===== config.mk =====
export PLATFORM = sky130hd
export DESIGN_NAME = bcx_top
export DESIGN_NICKNAME = d
export VERILOG_FILES = /design/src/design/bcx_pkg.sv /design/src/design/bcx_clk_if.sv /design/src/design/bcx_clk_gen.sv /design/src/design/bcx_top.sv
export VERILOG_INCLUDE_DIRS = /design/src /design/src/design
export SDC_FILE = /design/constraint.sdc
export NUM_CORES = 1
export LEC_CHECK = 0
export BUFFER_PORTS_ARGS = -buffer_cell sky130_fd_sc_hd__buf_2
export CAP_MARGIN = 5
export CORE_MARGIN = 2
export CORE_UTILIZATION = 45
export CTS_CLUSTER_SIZE = 10
export DETAILED_ROUTE_END_ITERATION = 10
export GPL_TIMING_DRIVEN = 0
export PLACE_DENSITY = 0.8
export SLEW_MARGIN = 5
export SYNTH_ARGS = -nofsm -noshare
export SYNTH_HDL_FRONTEND = slang
export SYNTH_HIERARCHICAL = 1
export SYNTH_SLANG_ARGS = --single-unit

===== constraint.sdc =====
create_clock -name ref_clk -period 2.3 [get_ports ref_clk]
set_input_delay 0.345 -clock ref_clk [delete_from_list [all_inputs] [get_ports ref_clk]]
set_output_delay 0.345 -clock ref_clk [all_outputs]
set_load 0.03 [all_outputs]

===== src/design/bcx_regs.svh =====
// register offsets, field positions, reset values and counts for the
// bus clock output and external interrupt control block.
// assumes a 32-bit apb with word-aligned registers.
`ifndef BCX_REGS_SVH
`define BCX_REGS_SVH

// ------------------------------------------------------------
// register offsets (byte addresses)
// ------------------------------------------------------------
`define BCX_OFF_CLK_CTL 12'h000
`define BCX_OFF_INT_CTL 12'h004
`define BCX_OFF_STATUS 12'h008
`define BCX_OFF_ENABLE 12'h00c
`define BCX_OFF_CLEAR 12'h010
`define BCX_OFF_STATE 12'h014

// ------------------------------------------------------------
// field positions
// ------------------------------------------------------------
`define BCX_X2_DIS_BIT 6
`define BCX_DIV_LSB 0
`define BCX_DIV_MSB 1
`define BCX_EDGE_BIT 7
`define BCX_CONNECT_BIT 6
`define BCX_EV_EDGE 0
`define BCX_EV_REQ 1
`define BCX_EV_REFUSED 2
`define BCX_NUM_EV 3

// ------------------------------------------------------------
// reset values
// ------------------------------------------------------------
`define BCX_RST_CLK_CTL 8'h00
`define BCX_RST_INT_CTL 8'h40

// ------------------------------------------------------------
// counts: reference cycles per bus clock period and counter width
// ------------------------------------------------------------
`define BCX_REF_PER_BUS 4
`define BCX_CNT_W 5

`endif


===== src/design/bcx_pkg.sv =====
// types shared by the clock output and external interrupt block.
// assumes bcx_regs.svh supplies the numeric constants.
package bcx_pkg;
  typedef logic [11:0] bcx_addr_t;
  typedef logic [31:0] bcx_data_t;
  typedef logic [1:0] bcx_div_t;
  typedef enum logic [1:0] {
    BCX_MODE_NORMAL,
    BCX_MODE_SPECIAL,
    BCX_MODE_EMULATION,
    BCX_MODE_EMUL_SPECIAL
  } bcx_mode_t;
endpackage : bcx_pkg


===== src/design/bcx_clk_if.sv =====
// configuration and pin levels between the register core and the
// clock output generator; both ends run on ref_clk.
interface bcx_clk_if;
  logic x2_enable;
  logic [1:0] div_sel;
  logic emulation;
  logic x2_pin;
  logic free_pin;
  modport ctl (output x2_enable, output div_sel, output emulation,
               input x2_pin, input free_pin);
  modport gen (input x2_enable, input div_sel, input emulation,
               output x2_pin, output free_pin);
endinterface : bcx_clk_if


===== src/design/bcx_clk_gen.sv =====
// clock output generator: double-rate and divided free-running clocks.
// assumes ref_clk runs at four times the bus clock rate.
`include "bcx_regs.svh"
module bcx_clk_gen (
  input wire logic ref_clk,
  input wire logic resetn,
  bcx_clk_if.gen cif
);
  import bcx_pkg::*;

  localparam logic [`BCX_CNT_W-1:0] REF_PER_BUS = `BCX_CNT_W'(`BCX_REF_PER_BUS);

  logic [`BCX_CNT_W-1:0] cnt_q;
  logic [`BCX_CNT_W-1:0] period;
  logic [`BCX_CNT_W-1:0] half;
  logic x2_q;
  logic free_q;
  logic [2:0] ratio;

  // emulation bypasses the divider: ratio one
  always_comb begin
    ratio = cif.emulation ? 3'h1 : {1'b0, cif.div_sel} + 3'h1;
    period = `BCX_CNT_W'(REF_PER_BUS * ratio);
    half = `BCX_CNT_W'(period >> 1);
  end

  always_ff @(posedge ref_clk or negedge resetn) begin
    if (!resetn) begin
      cnt_q <= '0;
    end else if (cnt_q >= period - `BCX_CNT_W'(1)) begin
      cnt_q <= '0;
    end else begin
      cnt_q <= cnt_q + `BCX_CNT_W'(1);
    end
  end

  // one toggle per ref cycle gives twice the bus clock rate
  always_ff @(posedge ref_clk or negedge resetn) begin
    if (!resetn) begin
      x2_q <= 1'b0;
    end else if (cif.x2_enable) begin
      x2_q <= ~x2_q;
    end else begin
      x2_q <= 1'b0;
    end
  end

  always_ff @(posedge ref_clk or negedge resetn) begin
    if (!resetn) begin
      free_q <= 1'b0;
    end else begin
      free_q <= (cnt_q < half);
    end
  end

  assign cif.x2_pin = x2_q;
  assign cif.free_pin = free_q;
endmodule : bcx_clk_gen


===== src/design/bcx_top.sv =====
// top of the bus clock output and external interrupt control block.
// assumes an apb master on ref_clk and asynchronous mode and
// interrupt pins.
//
// The implementer's own choices: the APB interface to the registers and the address map.
`include "bcx_regs.svh"
module bcx_top (
  input wire logic ref_clk,
  input wire logic resetn,
  input wire logic psel,
  input wire logic penable,
  input wire logic pwrite,
  input wire bcx_pkg::bcx_addr_t paddr,
  input wire bcx_pkg::bcx_data_t pwdata,
  output bcx_pkg::bcx_data_t prdata,
  output logic pready,
  output logic pslverr,
  input wire logic mode_special_pin,
  input wire logic mode_emulation_pin,
  input wire logic ext_int_pin_n,
  input wire logic ext_int_ack,
  output logic ext_int_req,
  output logic double_rate_clock_pin,
  output logic free_running_clock_pin,
  output logic irq
);
  import bcx_pkg::*;

  localparam int NEV = `BCX_NUM_EV;

  // ------------------------------------------------------------
  // address decode
  // ------------------------------------------------------------
  function automatic logic reg_hit(input bcx_addr_t a, input bcx_addr_t off);
    reg_hit = (a == off);
  endfunction : reg_hit

  logic access;
  logic wr;
  logic rd;
  logic hit_clk;
  logic hit_int;
  logic hit_status;
  logic hit_enable;
  logic hit_clear;
  logic hit_state;
  logic mapped;

  always_comb begin
    access = psel && penable;
    wr = access && pwrite;
    rd = access && !pwrite;
    hit_clk = reg_hit(paddr, `BCX_OFF_CLK_CTL);
    hit_int = reg_hit(paddr, `BCX_OFF_INT_CTL);
    hit_status = reg_hit(paddr, `BCX_OFF_STATUS);
    hit_enable = reg_hit(paddr, `BCX_OFF_ENABLE);
    hit_clear = reg_hit(paddr, `BCX_OFF_CLEAR);
    hit_state = reg_hit(paddr, `BCX_OFF_STATE);
    mapped = hit_clk || hit_int || hit_status || hit_enable || hit_clear
             || hit_state;
  end

  // zero wait states: every access ends in its first access cycle
  assign pready = 1'b1;

  // ------------------------------------------------------------
  // mode strap synchronisers
  // ------------------------------------------------------------
  logic [1:0] special_sync_q;
  logic [1:0] emul_sync_q;

  always_ff @(posedge ref_clk or negedge resetn) begin
    if (!resetn) begin
      special_sync_q <= 2'h0;
      emul_sync_q <= 2'h0;
    end else begin
      special_sync_q <= {special_sync_q[0], mode_special_pin};
      emul_sync_q <= {emul_sync_q[0], mode_emulation_pin};
    end
  end

  bcx_mode_t mode;
  logic is_special;
  logic is_emulation;

  always_comb begin
    case ({emul_sync_q[1], special_sync_q[1]})
      2'b00: mode = BCX_MODE_NORMAL;
      2'b01: mode = BCX_MODE_SPECIAL;
      2'b10: mode = BCX_MODE_EMULATION;
      2'b11: mode = BCX_MODE_EMUL_SPECIAL;
      default: mode = BCX_MODE_NORMAL;
    endcase
  end

  always_comb begin
    case (mode)
      BCX_MODE_SPECIAL: begin
        is_special = 1'b1;
        is_emulation = 1'b0;
      end
      BCX_MODE_EMULATION: begin
        is_special = 1'b0;
        is_emulation = 1'b1;
      end
      BCX_MODE_EMUL_SPECIAL: begin
        is_special = 1'b1;
        is_emulation = 1'b1;
      end
      default: begin
        is_special = 1'b0;
        is_emulation = 1'b0;
      end
    endcase
  end

  // ------------------------------------------------------------
  // clock output control register
  // ------------------------------------------------------------
  logic x2_disable_q;
  bcx_div_t div_sel_q;
  localparam logic [7:0] RST_CLK = `BCX_RST_CLK_CTL;

  always_ff @(posedge ref_clk or negedge resetn) begin
    if (!resetn) begin
      x2_disable_q <= RST_CLK[`BCX_X2_DIS_BIT];
      div_sel_q <= RST_CLK[`BCX_DIV_MSB:`BCX_DIV_LSB];
    end else if (wr && hit_clk) begin
      x2_disable_q <= pwdata[`BCX_X2_DIS_BIT];
      div_sel_q <= pwdata[`BCX_DIV_MSB:`BCX_DIV_LSB];
    end
  end

  // ------------------------------------------------------------
  // clock generator
  // ------------------------------------------------------------
  bcx_clk_if cif ();

  // emulation overrides the disable bit
  assign cif.x2_enable = is_emulation || !x2_disable_q;
  assign cif.div_sel = div_sel_q;
  assign cif.emulation = is_emulation;

  bcx_clk_gen u_clk_gen (
    .ref_clk(ref_clk),
    .resetn(resetn),
    .cif(cif)
  );

  assign double_rate_clock_pin = cif.x2_pin;
  assign free_running_clock_pin = cif.free_pin;

  // ------------------------------------------------------------
  // external interrupt control register
  // ------------------------------------------------------------
  logic edge_select_q;
  logic connect_q;
  logic written_once_q;
  logic edge_write_ok;
  localparam logic [7:0] RST_INT = `BCX_RST_INT_CTL;

  // any write outside special mode counts toward the single allowed write
  assign edge_write_ok = is_special || !written_once_q;

  always_ff @(posedge ref_clk or negedge resetn) begin
    if (!resetn) begin
      written_once_q <= 1'b0;
    end else if (wr && hit_int && !is_special) begin
      written_once_q <= 1'b1;
    end
  end

  always_ff @(posedge ref_clk or negedge resetn) begin
    if (!resetn) begin
      edge_select_q <= RST_INT[`BCX_EDGE_BIT];
    end else if (wr && hit_int && edge_write_ok) begin
      edge_select_q <= pwdata[`BCX_EDGE_BIT];
    end
  end

  always_ff @(posedge ref_clk or negedge resetn) begin
    if (!resetn) begin
      connect_q <= RST_INT[`BCX_CONNECT_BIT];
    end else if (wr && hit_int) begin
      connect_q <= pwdata[`BCX_CONNECT_BIT];
    end
  end

  // ------------------------------------------------------------
  // interrupt pin synchroniser and detection
  // ------------------------------------------------------------
  // resets high so a pin held low through reset is seen as a falling edge after release
  logic [1:0] pin_sync_q;
  logic pin_prev_q;
  logic pin_level;
  logic fall;

  always_ff @(posedge ref_clk or negedge resetn) begin
    if (!resetn) begin
      pin_sync_q <= 2'h3;
      pin_prev_q <= 1'b1;
    end else begin
      pin_sync_q <= {pin_sync_q[0], ext_int_pin_n};
      pin_prev_q <= pin_sync_q[1];
    end
  end

  assign pin_level = pin_sync_q[1];
  assign fall = pin_prev_q && !pin_level;

  logic edge_latch_q;
  logic edge_set;

  assign edge_set = edge_select_q && fall;

  // a new edge in the service cycle stays latched
  always_ff @(posedge ref_clk or negedge resetn) begin
    if (!resetn) begin
      edge_latch_q <= 1'b0;
    end else if (edge_set) begin
      edge_latch_q <= 1'b1;
    end else if (ext_int_ack) begin
      edge_latch_q <= 1'b0;
    end
  end

  logic req_raw;
  logic req_q;

  always_comb begin
    if (!connect_q) begin
      req_raw = 1'b0;
    end else if (edge_select_q) begin
      req_raw = edge_latch_q;
    end else begin
      req_raw = !pin_level;
    end
  end

  always_ff @(posedge ref_clk or negedge resetn) begin
    if (!resetn) begin
      req_q <= 1'b0;
    end else begin
      req_q <= req_raw;
    end
  end

  assign ext_int_req = req_q;

  // ------------------------------------------------------------
  // event status, enable and clear
  // ------------------------------------------------------------
  logic [NEV-1:0] ev;
  logic [NEV-1:0] status_q;
  logic [NEV-1:0] enable_q;
  logic [NEV-1:0] clr;

  always_comb begin
    ev = '0;
    ev[`BCX_EV_EDGE] = edge_set;
    ev[`BCX_EV_REQ] = req_raw && !req_q;
    ev[`BCX_EV_REFUSED] = wr && hit_int && !edge_write_ok;
    clr = (wr && hit_clear) ? pwdata[NEV-1:0] : '0;
  end

  // set wins over a clear in the same cycle
  genvar g;
  generate
    for (g = 0; g < NEV; g++) begin : g_status
      always_ff @(posedge ref_clk or negedge resetn) begin
        if (!resetn) begin
          status_q[g] <= 1'b0;
        end else if (ev[g]) begin
          status_q[g] <= 1'b1;
        end else if (clr[g]) begin
          status_q[g] <= 1'b0;
        end
      end
    end
  endgenerate

  always_ff @(posedge ref_clk or negedge resetn) begin
    if (!resetn) begin
      enable_q <= '0;
    end else if (wr && hit_enable) begin
      enable_q <= pwdata[NEV-1:0];
    end
  end

  logic irq_q;

  always_ff @(posedge ref_clk or negedge resetn) begin
    if (!resetn) begin
      irq_q <= 1'b0;
    end else begin
      irq_q <= |(status_q & enable_q);
    end
  end

  assign irq = irq_q;

  // ------------------------------------------------------------
  // read data and error answer
  // ------------------------------------------------------------
  bcx_data_t rdata;

  always_comb begin
    rdata = '0;
    if (hit_clk) begin
      rdata[`BCX_X2_DIS_BIT] = x2_disable_q;
      rdata[`BCX_DIV_MSB:`BCX_DIV_LSB] = div_sel_q;
    end else if (hit_int) begin
      rdata[`BCX_EDGE_BIT] = edge_select_q;
      rdata[`BCX_CONNECT_BIT] = connect_q;
    end else if (hit_status) begin
      rdata[NEV-1:0] = status_q;
    end else if (hit_enable) begin
      rdata[NEV-1:0] = enable_q;
    end else if (hit_state) begin
      rdata[0] = pin_level;
      rdata[1] = edge_latch_q;
      rdata[2] = is_special;
      rdata[3] = is_emulation;
      rdata[4] = cif.x2_enable;
      rdata[5] = written_once_q;
    end
  end

  // clear register is write-only and reads as zero
  assign prdata = rd ? rdata : '0;
  assign pslverr = access && !mapped;
endmodule : bcx_top


== Yosys cells after proc, flatten, opt, wreduce, memory -nomap -nowiden ==
Cells that the tools add are included.
Word-level totals
  memories kept: 0
  output and inout bits: 38
  memory bits (read-only): 0
  logic and storage cells: 104
  bits in latches: 0
  input bits: 53
  register bits: 29
  bits in writable memories: 0
Cells by class
  add/sub/neg operators: 3
  multiplexer cells: 29
  bitwise logic cells: 2
  $lt $le $gt $ge: 2
  multipliers: 0
  shifts and indexed selects: 0
  equal/unequal tests: 11
  div/mod/pow operators: 0
  reductions and logical operators: 38
Operators by type and width (count)
  $eq A12 B4 Y1 const B: 2
  $eq A12 B5 Y1 const B: 2
  $mux W3: 6
  $mux W1: 15
  $logic_and A1 B1 Y1: 14
  $eq A12 B3 Y1 const B: 1
  $logic_not A12 Y1: 1
  $mux W6: 2
  $eq A2 B2 Y1 const B: 4
  $logic_not A1 Y1: 8
  $mux W8: 1
  $pmux W2 S4: 1
  $reduce_bool A2 Y1: 4
  $logic_or A1 B1 Y1: 7
  $add A5 B1 Y5 const B: 1
  $ge A5 B5 Y1: 1
  $lt A5 B4 Y1: 1
  $mux W5: 1
  $sub A5 B1 Y5 const B: 1
  $eq A2 B1 Y1 const B: 2
  $mux W2: 2
  $mux W4: 1
  $reduce_or A2 Y1: 2
  $add A2 B1 Y3 const B: 1
  4 further kinds: 4

== Depth between registers and ports, before layout ==
Gate-level depths: netlist of run 1.
  depth in word-level cells: 12
  gate-level depth with buffers: 8
  mapped depth without buffers: 8

== Hierarchy ==
Netlist of run 1, hierarchy kept.
By module, submodules not included
  bcx_top: times used 1, sequential area each 555.5 um2, area each 1322.5 um2, cells each 126
  bcx_clk_gen: times used 1, sequential area each 175.2 um2, area each 426.7 um2, cells each 41

== Worst setup path after synthesis of run 1 ==
No wires, ideal clock.
  path type: input to output
  from: in paddr[10]
  to: out prdata[6]
  data required time: 1955 ps
  slack: 98 ps
  cell stages on the path: 3
  arrival: 1857 ps
  path buffers: 0
  path through: nor4_2 -> nand4_1 -> nor4_1
On the way
  longest elaborated chain between the ends: 4
  elaborated cells between the ends (all ways): 5
  classes of those cells: eq/ne (1); mux (3); reduce/logical (1)
RTL lines
  start: declaration: RTL line bcx_top.sv:13  | input wire bcx_pkg::bcx_addr_t paddr,
  $eq A12 B3 Y1: RTL line bcx_top.sv:35  | reg_hit = (a == off);
  $mux W2: RTL line bcx_top.sv:312  | end else if (hit_int) begin
  $mux W1 *: RTL line bcx_top.sv:309  | if (hit_clk) begin
  $mux W8 *: RTL line bcx_top.sv:330  | assign prdata = rd ? rdata : '0;
  end: declaration: RTL line bcx_top.sv:15  | output bcx_pkg::bcx_data_t prdata,
Every way passes the cells marked *; elsewhere a longest branch is shown, timed or not.

== Worst setup path in the final report of run 1 ==
  from: in paddr[10]
  to: out prdata[3]
On the way
  longest elaborated chain between the ends: 7
  elaborated cells between the ends (all ways): 11
  classes of those cells: eq/ne (4); mux (6); reduce/logical (1)
RTL lines
  $eq A12 B5 Y1: RTL line bcx_top.sv:35
  $mux W6: RTL line bcx_top.sv:319  | end else if (hit_state) begin
  $mux W3: RTL line bcx_top.sv:317  | end else if (hit_enable) begin
  $mux W3: RTL line bcx_top.sv:315  | end else if (hit_status) begin
  $mux W6: RTL line bcx_top.sv:312
  $mux W4 *: RTL line bcx_top.sv:309
  $mux W8 *: RTL line bcx_top.sv:330
Marked as above.

==> results_dict.tcl, run 1 <==
set metrics [dict create \
    status "complete, no violations" \
    dpl_cell_area_sq_um 2081 \
    die_width_um 66.35 \
    whs_ps 84.95 \
    holdBufCountCts 0 \
    seqCellArea_sq_um 730.7 \
    routabilityCongestion 0.8037 \
    synth_cell_types 47 \
    utilization_pct 58.75 \
    stdcell_area_sq_um 2167 \
    slowest_delay_ps 340 \
    synthArstFlopShare_pct 100.0 \
    start_util_pct 47.42 \
    drv_cap 0 \
    setup_viol 0 \
    clock_latency_ps 270 \
    core_area_sq_um 3689 \
    synth-edff-count 0 \
    hold_viol_final 0 \
    ctsResizeCount 0 \
    worst_ep_arrival_time_ps 1730 \
    row_count 22 \
    numCtsBuffers 5 \
    synth_common_cells "25 x buf_4, 25 x dfrtp_1, 10 x nor2_1" \
    fin_nets 294 \
    timing.critical_path.mode_cell "buf_2" \
    synth_top_area_share_pct 35.77 \
    grt_max_degree 30 \
    syn_area_sq_um 1749 \
    rr_endpoint "u_clk_gen/cnt_q[2]" \
    reg2reg_from "cif.div_sel[0]" \
    firstDrtPassIters 5 \
    htreeDepth 2 \
    post_cts_buffers 0 \
    numClockSinks 29 \
    crit_buf_inv 2 \
    numPortBuffers 37 \
    ys_seq_area_share_pct 41.77 \
    slowest_stage "nor4_2" \
    finalSetupTns_ps 0 \
    syn_inst 167 \
    drt-total-wl_mm 3.385 \
    ys_top_cells_by_area "dfrtp_1 36%, buf_4 11%, dfstp_2 6.0%" \
    grt_usage_pct 16.52 \
    cp-end-kind "primary output" \
    rsz0062_at_grt "no" \
    vias 1343 \
    fin_crit_sh_pct 90.12 \
    critPathLaunchType "input pin" \
    synth.ff_latch_count 29 \
    die_area_sq_um 4402 \
    drive_above_1_share_pct 39.74 \
    final.fill_count 352 \
    routed_via_density 4.762 \
    synth_warnings 6 \
    clk_pin_slew_ps 60 \
    finalMaxSlewViolations 0 \
    hpwl_mm 2.682 \
    grt-ovfl-total 0 \
    detail_route.wl_per_cell_um 12.00 \
    period_needed_ps 2073 \
    path_cells "buf_2 > nor4_2 > nand4_1 > nor2_1 > and3_1 > buf_2" \
    tightest_slew_ps 624.1 \
    finClkSkew_ps 2.774 \
    area.growth.synth_to_final_pct 23.89 \
    synth_top_cell_by_area "dfrtp_1" \
    reg2reg_depth 8 \
    antenna_found_initial 0 \
    multiInputGateArea_sq_um 854.6 \
    cts_root_buffer "clkbuf_8" \
    cp_max_fo 6 \
    postRouteAntennaNets 0 \
    hp-class "input pin to asynchronous set/reset pin" \
    die_h_um 66.35 \
    cp.required_ps 1960 \
    fmax_mhz 482.4 \
    drc 0 \
    pin_count 91 \
    irDropWorstVdd_v 0.0004168 \
    syn_avg_cell_area_sq_um 10.47 \
    critPathTopFamily "simple AND/OR/NAND/NOR gates" \
    p_per_area_nw_per_um2 639.2 \
    max_slew_margin_pct 58.39 \
    rrSetupSlack_ps 330 \
    placedCellCount 275 \
    cts.path.max_buffers 2 \
    grt_pass1_vias 1178 \
    drt_iter0_drc 39 \
    cts_tree "yes" \
    p_leak_nw 1.117 \
    final_cells 282 \
    grt_pass1_wl_mm 5.437 \
    synth_ff_type "dfrtp_1" \
    path_class "input pin to primary output" \
    antenna_cells 0 \
]
cells by family (layout without fill, tap and decap cells):
kind of cell | Yosys count | count (layout) | share of synthesized area, %
xor gates and xnor gates | 4 | 4 | 2.003
adders and majority gates | 7 | 7 | 5.007
buffers and inverters | 35 | 79 | 14.31
and+or+nand+nor | 57 | 57 | 20.75
AOI/OAI and AO/OA | 21 | 21 | 8.227
DFF | 29 | 29 | 41.77
muxes | 12 | 12 | 7.511
other | 2 | 25 | 0.4293
layer usage:
metal  share of wire, %  GRT usage (%)
met4                1.4          7.143
met5                  0              0
met1                 45          22.29
met2                 47          25.37
met3                6.5          3.578
area by class of cell:
class,instances,area share (%)
inverters,6,1.039
clock buffers,7,3.984
plain buffers,29,10.51
well taps,48,2.771
multi-input cells,126,39.43
flip-flops and latches,29,33.72
repair buffers,37,8.545
sequential cells by signal, summed over array words and instances (netlist names), 2 cells and up:
name,flops
u_clk_gen/cnt_q,5
enable_q,3
status_q,3
cif.div_sel,2
emul_sync_q,2
pin_sync_q,2
special_sync_q,2
cells in the final DEF (no fill, tap or decap), types with 3 or more instances in the layout:
| cell | netlist | layout |
|---|---|---|
| nand2_1 | 8 | 8 |
| ha_1 | 7 | 7 |
| mux2_2 | 9 | 9 |
| nor2_1 | 10 | 10 |
| nand2b_1 | 7 | 7 |
| clkbuf_8 | 1 | 7 |
| nand3_1 | 8 | 8 |
| inv_1 | 6 | 6 |
| buf_4 | 25 | 25 |
| a21oi_1 | 5 | 5 |
| conb_1 | 2 | 25 |
| and3_1 | 3 | 3 |
| dfrtp_1 | 25 | 25 |
| nor2b_1 | 3 | 3 |
| mux2i_1 | 3 | 3 |
| dfstp_2 | 4 | 4 |
| buf_2 | 0 | 37 |
| o21ai_0 | 6 | 6 |
worst max-delay path by stage:
stage,cells after the start,startpoint,slack [ps],to
4_1_cts,6,paddr[10],230,prdata[3]
5_1_grt,6,paddr[10],80,prdata[3]
6_report,6,paddr[10],230,prdata[3]
3_5_place_dp,6,paddr[10],230,prdata[3]
2_1_floorplan,3,paddr[10],100,prdata[6]
3_3_place_gp,5,paddr[10],240,prdata[6]
through the flow:
step / worst slack, ps / total power, mW
final: 227.2 / 1.385
after global routing: 75.16 / 1.477
after CTS: 232.3 / 1.401
after detailed placement: 231.8 / 0.9862
after global placement: 242.9 / 0.9787
after floorplan: 98.41 / 0.8952
power breakdown:
group | switching, mW | total [mW] | internal [mW]
Clock | 0.172 | 0.408 | 0.236
Combinational | 0.222 | 0.373 | 0.151
Sequential | 0.0437 | 0.604 | 0.561
Total | 0.437 | 1.39 | 0.948
Power figures use the tool's default switching activity.
==> inputs of run 2 (changes only) <==
REMOVE_ABC_BUFFERS = 1   (was not set)
==> results_dict.tcl, run 2 (same netlist as run 1, synthesis figures left out) <==
set metrics [dict create \
    grt_pass1_vias 1145 \
    status "complete, no violations" \
    p_leak_nw 0.9664 \
    crit_buf_inv 2 \
    clk_pin_slew_ps 60 \
    postRouteAntennaNets 0 \
    cp.required_ps 1960 \
    vias 1236 \
    pin_count 91 \
    slowest_delay_ps 350 \
    fin_nets 266 \
    route.met2.wl_mm 1.443 \
    grt_usage_pct 15.08 \
    regMostFlops "u_clk_gen/cnt_q" \
    grt-ovfl-total 0 \
    detail_route.wl_per_cell_um 12.16 \
    drc 0 \
    drive_above_1_share_pct 31.88 \
    final.fill_count 341 \
    highest_layer "met4" \
    finClkSkew_ps 7.647 \
    setup_viol 0 \
    fmax_mhz 480.4 \
    largest_reg_flops 5 \
    slowest_stage "nor4_2" \
    cts_root_buffer "clkbuf_8" \
    clock_latency_ps 280 \
    wl_met1_mm 1.421 \
    die_h_um 66.35 \
    layout_commonest_cell "buf_2" \
    stdcell_area_sq_um 1948 \
    p_per_area_nw_per_um2 693.4 \
    drv_cap 0 \
    hpwl_mm 2.454 \
    wl_met3_um 169 \
    critPathTopFamily "simple AND/OR/NAND/NOR gates" \
    firstDrtPassIters 4 \
    start_util_pct 47.42 \
    routed_via_density 4.847 \
    numCtsBuffers 5 \
    timing.critical_path.mode_cell "buf_2" \
    cts.path.max_buffers 2 \
    antenna_cells 0 \
    routabilityCongestion 0.8090 \
    path_cells "buf_2 > nor4_2 > nand4_1 > nor2_1 > and3_1 > buf_2" \
    cp_max_fo 6 \
    finalSetupTns_ps 0 \
    reg.largest.list "u_clk_gen/cnt_q (5), enable_q (3), status_q (3)" \
    hold_viol_final 0 \
    rsz0062_at_grt "no" \
    numPortBuffers 38 \
    irDropWorstVdd_v 0.0003265 \
    drt_iter0_drc 41 \
    finalMaxSlewViolations 0 \
    cp-end-kind "primary output" \
    post_cts_buffers 0 \
    final_cells 255 \
    holdBufCountCts 0 \
    row_count 22 \
    die_width_um 66.35 \
    numClockSinks 29 \
    whs_ps 73.96 \
    period_needed_ps 2082 \
    drt-total-wl_mm 3.102 \
    worst_ep_arrival_time_ps 1740 \
    htreeDepth 2 \
    tightest_slew_ps 610.9 \
    fin_crit_sh_pct 90.51 \
    core_area_sq_um 3689 \
    critPathLaunchType "input pin" \
    ctsResizeCount 0 \
    max_slew_margin_pct 59.28 \
    die_area_sq_um 4402 \
    grt_pass1_wl_mm 4.961 \
    area.growth.synth_to_final_pct 11.37 \
    hp-class "input pin to asynchronous set/reset pin" \
    dpl_cell_area_sq_um 1858 \
    final_cell_mix "38 x buf_2, 25 x conb_1, 25 x dfrtp_1, 10 x nor2_1, 9 x mux2_2" \
    antenna_found_initial 0 \
    placedCellCount 247 \
    grt_max_degree 30 \
    cts_tree "yes" \
    power_mw 1.351 \
    path_class "input pin to primary output" \
]
==> run 2: path summary, 6_finish.rpt <==
check,start,to,slack [ps],cells past startpoint
max,paddr[10],prdata[4],220,6
min,resetn,edge_latch_q,70,1
max reg2reg,cif.div_sel[0],u_clk_gen/cnt_q[4],360,8
min reg2reg,special_sync_q[0],special_sync_q[1],350,0
max in group asynchronous,resetn,special_sync_q[1],1820,1
min in group ref_clk,ext_int_pin_n,pin_sync_q[0],170,1
==> run 2: stage by stage <==
step	worst slack (ps)	util (%)
finish	218.4	52.82
global route	120.4	52.82
CTS	217.1	52.82
detailed placement	220.0	50.37
global placement	231.7	50.37
floorplan	98.41	-
==> run 2: worst register-to-register path, stage by stage (launching register included) <==
cell and delay [ps]:
dfrtp_1 430, ha_1 330, nand2b_1 160, xnor2_1 130
nand2b_1 70, ha_1 290, o211ai_1 100, o21ai_2 240
nor2_1 80
==> run 2: power breakdown <==
part	internal, mW	switching [mW]
clock network	0.243	0.174
logic	0.116	0.212
registers	0.561	0.0446
==> run 2: area by class of cell <==
type                    instances  area (sq um)  area share, %
well taps                      48         60.06          3.083
multi-input cells             126         854.6          43.87
inverters                       6         22.52          1.156
flip-flops and latches         29         730.7          37.51
repair buffers                 38         190.2          9.762
clock buffers                   8         90.09          4.624
==> run 2: routing by layer <==
layer | up-vias | global-route usage [%]
met2 | 42 | 23.75
met5 | - | 0
met1 | 572 | 19.38
met4 | 0 | 8.418
met3 | 6 | 2.726
li1 | 616 | -
